--- config.mk ---
export PLATFORM = sky130hd
export DESIGN_NAME = protection_pickup_block_timer
export DESIGN_NICKNAME = d
export VERILOG_FILES = /design/src/rtl/prot_pkg.sv /design/src/rtl/pickup_compare.sv /design/src/rtl/protection_pickup_block_timer.sv
export SDC_FILE = /design/constraint.sdc
export NUM_CORES = 2
export LEC_CHECK = 0
export ABC_AREA = 1
export BUFFER_PORTS_ARGS = -buffer_cell sky130_fd_sc_hd__clkbuf_2
export CAP_MARGIN = 20
export CORE_MARGIN = 4
export CORE_UTILIZATION = 56
export CTS_CLUSTER_SIZE = 40
export DETAILED_ROUTE_END_ITERATION = 8
export GPL_TIMING_DRIVEN = 0
export HOLD_SLACK_MARGIN = 0.06
export PLACE_DENSITY = 0.79
export SLEW_MARGIN = 30
export SYNTH_ARGS = -nofsm -noshare
export SYNTH_HDL_FRONTEND = slang
export SYNTH_SLANG_ARGS = --single-unit
export TNS_END_PERCENT = 50
--- constraint.sdc ---
create_clock -name clock -period 32.3 [get_ports clock]
set_input_delay 6.46 -clock clock [delete_from_list [all_inputs] [get_ports clock]]
set_output_delay 6.46 -clock clock [all_outputs]
set_load 0.02 [all_outputs]
--- src/rtl/prot_pkg.sv ---
// Constants and carrier types for the protection pick-up, blocking and trip timer
// Overview of operation
// RULE1: Pick-up asserts when magnitude rises above or falls below the pick-up level.
// RULE2: Pick-up releases at a fixed 97 percent of the pick-up level; under mode releases once 97 percent of magnitude exceeds the level.
// RULE3: Blocking input is sampled at the start of each processing cycle.
// RULE4: Start is asserted only while pick-up is active and blocking is inactive.
// RULE5: Unblocked pick-up asserts start and then runs the operating time characteristic.
// RULE6: Blocking at pick-up asserts blocked and stops start and trip timing.
// RULE7: Blocking after start clears start and releases as if pick-up reset.
// RULE8: Blocking issues a display event and a stamped event with values and type.
// RULE9: Software switch may force blocking only while global test mode is active.
// RULE10: Blocking source must assert blocking 5 ms before the operating delay expires.
// RULE11: Instant mode asserts trip in the same cycle as start.
// RULE12: Definite mode trips after the fixed delay while pick-up stays active.
// RULE13: Inverse mode trips after a delay set by pick-up level versus magnitude.
// RULE14: Delay type code 0 is definite time, code 1 inverse, default definite.
// RULE15: Definite delay is the minimum-delay setting, 5 ms steps, default 40 ms.
// RULE16: Minimum delay of zero in definite mode gives instantaneous operation.
// RULE17: In inverse mode the minimum delay is a floor on trip time.
// RULE18: Configure minimum delay zero when no inverse trip floor is wanted.
// RULE19: Curve series 0 IEC default, 1 IEEE, used only in inverse mode.
// RULE20: All timers advance once per fixed-period processing cycle.
package prot_pkg;
  localparam int CLK_NS = 50;
  localparam int CYCLE_NS = 5_000_000;
  localparam int CYCLE_CLKS = (CYCLE_NS + CLK_NS - 1) / CLK_NS;
  localparam int STEP_NS = 5_000_000;
  localparam int STEP_CYCLES = STEP_NS / CYCLE_NS;
  localparam int RESET_PCT = 97;
  localparam int FULL_PCT = 100;
  localparam int MIN_DELAY_DEFAULT_NS = 40_000_000;
  localparam int MIN_DELAY_DEFAULT = MIN_DELAY_DEFAULT_NS / STEP_NS;
  localparam int MAG_W = 16;
  localparam int DELAY_W = 19;
  localparam int DIAL_W = 12;
  localparam int STAMP_W = 32;

  typedef enum logic {
    definite_time_mode = 1'b0,
    inverse_time_mode = 1'b1
  } delay_type_t;

  typedef enum logic {
    curve_iec = 1'b0,
    curve_ieee = 1'b1
  } curve_series_t;

  typedef struct packed {
    delay_type_t delay_type;
    curve_series_t curve_series;
    logic under_mode;
    logic [DELAY_W-1:0] min_delay;
    logic [DIAL_W-1:0] time_dial;
    logic [MAG_W-1:0] pickup_level;
  } settings_t;

  typedef struct packed {
    logic display_event;
    logic block_event;
    logic [STAMP_W-1:0] stamp;
    logic [MAG_W-1:0] start_value;
    logic fault_under;
  } block_report_t;

  localparam settings_t SETTINGS_DEFAULT = '{
    delay_type: definite_time_mode,
    curve_series: curve_iec,
    under_mode: 1'b0,
    min_delay: DELAY_W'(MIN_DELAY_DEFAULT),
    time_dial: DIAL_W'(1),
    pickup_level: MAG_W'(1)
  };
endpackage

--- src/rtl/pickup_compare.sv ---
// Pick-up comparator with fixed reset hysteresis
module pickup_compare #(
  parameter int MAG_W = prot_pkg::MAG_W
) (
  input wire logic [MAG_W-1:0] magnitude,
  input wire logic [MAG_W-1:0] level,
  input wire logic under_mode,
  input wire logic active,
  output logic next_active
);
  logic [MAG_W+7:0] mag_scaled;
  logic [MAG_W+7:0] lvl_scaled;
  logic [MAG_W+7:0] mag_full;
  logic [MAG_W+7:0] lvl_full;

  always_comb begin
    mag_scaled = (MAG_W+8)'(magnitude) * (MAG_W+8)'(prot_pkg::RESET_PCT);
    lvl_scaled = (MAG_W+8)'(level) * (MAG_W+8)'(prot_pkg::RESET_PCT);
    mag_full = (MAG_W+8)'(magnitude) * (MAG_W+8)'(prot_pkg::FULL_PCT);
    lvl_full = (MAG_W+8)'(level) * (MAG_W+8)'(prot_pkg::FULL_PCT);
    if (!active) begin
      next_active = under_mode ? (magnitude < level) : (magnitude > level); // RULE1
    end else begin
      // Release point sits 3 percent of the level below pick-up (over) or 3 percent of the magnitude above it (under)
      next_active = under_mode ? (mag_scaled <= lvl_full) : (mag_full >= lvl_scaled); // RULE2
    end
  end
endmodule

--- src/rtl/protection_pickup_block_timer.sv ---
// Protection core: pick-up, blocking, start and trip timing per processing cycle
module protection_pickup_block_timer #(
  parameter int CYCLE_CLKS = prot_pkg::CYCLE_CLKS,
  parameter int MAG_W = prot_pkg::MAG_W,
  parameter int DELAY_W = prot_pkg::DELAY_W,
  parameter int DIAL_W = prot_pkg::DIAL_W
) (
  input wire logic clock,
  input wire logic rst_n,
  input wire logic [MAG_W-1:0] magnitude,
  input wire prot_pkg::settings_t settings,
  input wire logic block_in,
  input wire logic test_mode,
  input wire logic sw_block,
  output logic pickup,
  output logic start,
  output logic blocked,
  output logic trip,
  output logic cycle_tick,
  output prot_pkg::block_report_t report
);
  localparam int ACC_W = MAG_W + DIAL_W + 8;

  typedef enum logic [3:0] {
    st_idle = 4'b0001,
    st_started = 4'b0010,
    st_tripped = 4'b0100,
    st_blocked = 4'b1000
  } state_t;

  state_t state, next_state;
  logic [31:0] div_count, next_div_count;
  logic eval, next_eval;
  logic blk_s, next_blk_s;
  logic [MAG_W-1:0] mag_s, next_mag_s;
  logic next_pickup;
  logic pu_eval;
  logic [DELAY_W-1:0] op_count, next_op_count;
  logic [ACC_W-1:0] acc, next_acc;
  logic [MAG_W-1:0] start_value, next_start_value;
  logic [prot_pkg::STAMP_W-1:0] stamp, next_stamp;
  prot_pkg::block_report_t next_report;
  logic block_eff;
  logic [MAG_W-1:0] excess;
  logic [ACC_W-1:0] weight;
  logic [ACC_W-1:0] inv_limit;
  logic [DELAY_W-1:0] elapsed;
  logic floor_met;
  logic timer_done;
  logic instant;

  // Software forcing only counts during global test mode
  assign block_eff = block_in | (test_mode & sw_block); // RULE9

  pickup_compare #(
    .MAG_W(MAG_W)
  ) u_compare (
    .magnitude(mag_s),
    .level(settings.pickup_level),
    .under_mode(settings.under_mode),
    .active(pickup),
    .next_active(pu_eval)
  );

  // Processing cycle divider: sample on the tick, evaluate one clock later
  always_comb begin
    cycle_tick = (div_count == 32'(CYCLE_CLKS - 1)); // RULE20
    next_div_count = cycle_tick ? 32'h0000_0000 : div_count + 32'h0000_0001;
    next_eval = cycle_tick;
    next_blk_s = cycle_tick ? block_eff : blk_s; // RULE3
    next_mag_s = cycle_tick ? magnitude : mag_s;
    next_stamp = cycle_tick ? stamp + 32'h0000_0001 : stamp;
  end

  always_ff @(posedge clock or negedge rst_n) begin
    if (!rst_n) begin
      div_count <= 32'h0000_0000;
      eval <= 1'b0;
      blk_s <= 1'b0;
      mag_s <= '0;
      stamp <= '0;
    end else begin
      div_count <= next_div_count;
      eval <= next_eval;
      blk_s <= next_blk_s;
      mag_s <= next_mag_s;
      stamp <= next_stamp;
    end
  end

  // Operating characteristic
  always_comb begin
    // Inside the hysteresis band the magnitude is short of the level: zero excess, so no inverse-time progress toward trip
    if (settings.under_mode) begin
      excess = (mag_s < settings.pickup_level) ? settings.pickup_level - mag_s : '0;
    end else begin
      excess = (mag_s > settings.pickup_level) ? mag_s - settings.pickup_level : '0;
    end
    if (settings.curve_series == prot_pkg::curve_ieee) begin // RULE19
      weight = ACC_W'((2 * MAG_W)'(excess) * (2 * MAG_W)'(excess) >> MAG_W) + ACC_W'(excess);
    end else begin
      weight = ACC_W'(excess);
    end
    // Integrated excess reaches dial times level: time falls as the excess grows
    inv_limit = ACC_W'(settings.time_dial) * ACC_W'(settings.pickup_level); // RULE13
    elapsed = op_count + DELAY_W'(prot_pkg::STEP_CYCLES);
    floor_met = (elapsed >= settings.min_delay); // RULE17
    if (settings.delay_type == prot_pkg::inverse_time_mode) begin // RULE14
      timer_done = floor_met && (acc + weight >= inv_limit); // RULE13
    end else begin
      timer_done = floor_met; // RULE12 RULE15
    end
    instant = (settings.delay_type == prot_pkg::definite_time_mode)
      && (settings.min_delay == '0); // RULE11 RULE16
  end

  // State sequencing on each evaluation cycle
  always_comb begin
    next_state = state;
    next_pickup = pickup;
    next_op_count = op_count;
    next_acc = acc;
    next_start_value = start_value;
    next_report = report;
    next_report.display_event = 1'b0;
    next_report.block_event = 1'b0;
    if (eval) begin
      next_pickup = pu_eval;
      unique case (state)
        st_idle: begin
          next_op_count = '0;
          next_acc = '0;
          if (pu_eval && blk_s) begin
            next_state = st_blocked; // RULE6
          end else if (pu_eval) begin
            next_start_value = mag_s;
            next_state = instant ? st_tripped : st_started; // RULE5 RULE11
          end
        end
        st_started: begin
          if (!pu_eval) begin
            next_state = st_idle;
          end else if (blk_s) begin
            next_state = st_blocked; // RULE7
          end else if (timer_done) begin
            next_state = st_tripped; // RULE12
          end else begin
            next_op_count = elapsed; // RULE20
            next_acc = acc + weight;
          end
        end
        st_tripped: begin
          if (!pu_eval) begin
            next_state = st_idle;
          end else if (blk_s) begin
            next_state = st_blocked; // RULE7
          end
        end
        st_blocked: begin
          if (!pu_eval) begin
            next_state = st_idle;
          end
        end
      endcase
      if (next_state == st_blocked && state != st_blocked) begin
        next_report.display_event = 1'b1; // RULE8
        next_report.block_event = 1'b1; // RULE8
        next_report.stamp = stamp;
        next_report.start_value = (state == st_idle) ? mag_s : start_value;
        next_report.fault_under = settings.under_mode;
        next_op_count = '0;
        next_acc = '0;
      end
      if (next_state == st_idle) begin
        next_op_count = '0;
        next_acc = '0;
      end
    end
  end

  always_ff @(posedge clock or negedge rst_n) begin
    if (!rst_n) begin
      state <= st_idle;
      pickup <= 1'b0;
      op_count <= '0;
      acc <= '0;
      start_value <= '0;
      report <= '0;
    end else begin
      state <= next_state;
      pickup <= next_pickup;
      op_count <= next_op_count;
      acc <= next_acc;
      start_value <= next_start_value;
      report <= next_report;
    end
  end

  assign start = (state == st_started) || (state == st_tripped); // RULE4
  assign trip = (state == st_tripped);
  assign blocked = (state == st_blocked);
endmodule
==> qor.yml <==
hpwlAfterDp_um: 75910
fin_util: 0.6046
relSlewSlack: 0.3596
yosys.area.top_type: "fa_1"
synth_commonest_cells: "nand2_1 (992), inv_1 (970), ha_1 (494)"
yosysTopAreaCellShare: 0.1987
cts_resized: 0
cp.arrival_ps: 22480
syn-num-nets: 5534
crit_slowest_cell: "nor2_1"
io_pins: 127
synth_warnings: 0
yosys_register_bits: 208
async_reset_ff_frac: 1.000
finalCritPeriodShare: 0.6832
tightest_slew_ps: 957.1
cts_setup_buffers: 0
detail-route-antenna-nets: 0
synth.avg_cell_area_um2: 7.541
die_w_um: 257.5
vias: 30260
gp_congestion: 0.9817
dieArea_mm2: 0.06631
clk_latency_ps: 550
setup_viol: 0
synth_area_leaders: "fa_1 (20%), ha_1 (18%), dfrtp_1 (15%)"
clockBufferDepth: 3
rr_worst_depth: 76
status: "finished clean"
grt_usage: 0.2742
reg2reg_setup_slack_ps: 16470
drt-vias-per-instance: 5.386
start_kind: "input port"
wire_per_inst_um: 16.13
power_leakage_nw: 20.98
critical-path-top-delay-family: "adder cells"
drc: 0
die_h_um: 257.5
synth_area_mm2: 0.03486
dr.first_iter.drc_count: 2018
power.density_mw_per_mm2: 52.11
yosysSeqAreaShare: 0.1493
dr.pass1.iters: 6
hold_viol: 0
drv_slew: 0
hold_depth: 1
port_buffers: 114
drive_gt1_frac: 0.06068
tns_ps: 0
fin_skew_ps: 29.62
area_growth_pct: 7.013
required_ps: 32710
fp-row-count: 91
r2r-start: "mag_s[0]$_DFFE_PN0P_"
h-tree-depth: 1
path_class: "input port to flop"
synthCells: 4623
cts.sinks: 208
synth.distinct_cells: 66
r2r_end: "report[7]$_DFFE_PN0P_"
place_ws_ps: 10030
synthFlopType: "dfrtp_1"
ir_worst_vdd_mv: 0.07578
grt_pass1_wl_um: 150200
crit_fanout: 10
cpPeakStageDelay_ps: 750
post-route-min-period_ps: 22070
layout.nets: 5675
worst_slack_ps: 10230
cts_hold_buf: 0
hp-class: "flop to flop"
wl_um: 90640
fill_cells: 5541
endpoint_kind: "flop"
whs_endpoint: "div_count[0]$_DFF_PN0_"
crit_buf_inv: 17
yosysMostFrequentCell: "nand2_1"
cts_root_buffer: "clkbuf_16"
path_clk_slew_ps: 60
antenna_found_initial: 4
start_util: 0.5649
cts_buffers: 23
min_from: "div_count[0]$_DFF_PN0_"
max-cap-violations: 0
tritoncts: "done"
max_freq_mhz: 45.31
grt_overflow: 0
rsz0062_at_grt: "no"
fp.coreArea_mm2: 0.06171
grt_pass1_vias: 30330
synth_edf_count: 0
crit_cells: 75
grt_max_degree: 83
==> layer usage <==
layer | vias up | global-route usage | wire length [um]
met1 | 14340 | 0.3591 | 38340
met5 | - | 0 | 16
met3 | 210 | 0.04163 | 6517
met4 | 2 | 0.09239 | 3501
met2 | 1001 | 0.4673 | 42260
li1 | 14710 | - | -
==> logic make-up (layout without fill, tap and decap cells) <==
kind of cell	count (synthesis)	after routing	synth area share
other	0	3	0
multiplexers	2	2	0.0005742
adder cells (fa/ha/maj)	840	840	0.3760
flip-flops	208	208	0.1493
AO/OA/AOI/OAI	559	559	0.09098
AND/OR/NAND/NOR	1693	1693	0.2069
buffers and inverters	1115	1271	0.1245
XOR/XNOR	206	206	0.05175
==> power breakdown <==
part	internal (mW)	switching (mW)
Sequential	0.261	0.0000874
Combinational	0.555	0.862
Clock	0.154	0.111
Total	0.970	0.974
==> worst max-delay path by stage <==
stage,from,endpoint,slack (ps)
final,settings[13],report[7]$_DFFE_PN0P_,10230
after global routing,settings[13],report[9]$_DFFE_PN0P_,9010
after global placement,settings[10],report[11]$_DFFE_PN0P_,10180
after CTS,settings[13],report[10]$_DFFE_PN0P_,10500
after detailed placement,settings[11],report[7]$_DFFE_PN0P_,10030
after floorplan,settings[13],acc[10]$_DFFE_PN0P_,13820
==> metrics by stage <==
step	area [um^2]	hold slack (ps)	total power [mW]	instances
floorplan	34860	432.6	1.358	4623
global placement	36480	451.3	1.633	5574
detailed placement	36550	457.7	1.670	5576
CTS	37300	465.3	1.945	5616
global route	37300	480.4	2.185	5617
finish	37310	464.8	1.944	5619
==> worst register-to-register path, delay by kind of cell, from the launching register on <==
kind / cells / cell delay [ps]
buf+inv: 15 / 2360
fa+ha+maj: 12 / 4790
compound gates: 16 / 2640
flops: 1 / 490
xor+xnor: 3 / 920
simple gates: 30 / 4490
==> flip-flops by register name, indices dropped and copies added, names as in the netlist, 4 cells and up <==
register     flops
acc             36
div_count       32
mag_s           16
op_count        19
report          50
stamp           32
start_value     16
state            4
==> cell usage in the layout, fill, tap and decap left out, drive strengths merged, types with 160 or more instances in the layout <==
| cell | count |
|---|---|
| nand2 | 1026 |
| inv | 982 |
| ha | 494 |
| fa | 346 |
| nor2 | 338 |
| clkbuf | 222 |
| a21oi | 211 |
| dfrtp | 207 |
| o21ai | 189 |
| nand3 | 160 |
==> final cells by class <==
type / instances / area [um^2] / share of cell area
Clock buffer: 30 / 631.9 / 0.01694
Inverter: 995 / 3735 / 0.1001
Timing Repair Buffer: 116 / 634.4 / 0.01700
Tap cell: 837 / 1047 / 0.02807
Clock inverter: 10 / 121.4 / 0.003253
Buffer: 120 / 605.6 / 0.01623
Antenna cell: 3 / 7.507 / 0.0002012
Multi-Input combinational cell: 3300 / 25320 / 0.6787
Sequential cell: 208 / 5206 / 0.1395
No activity file was read; power rests on OpenSTA's default activity.
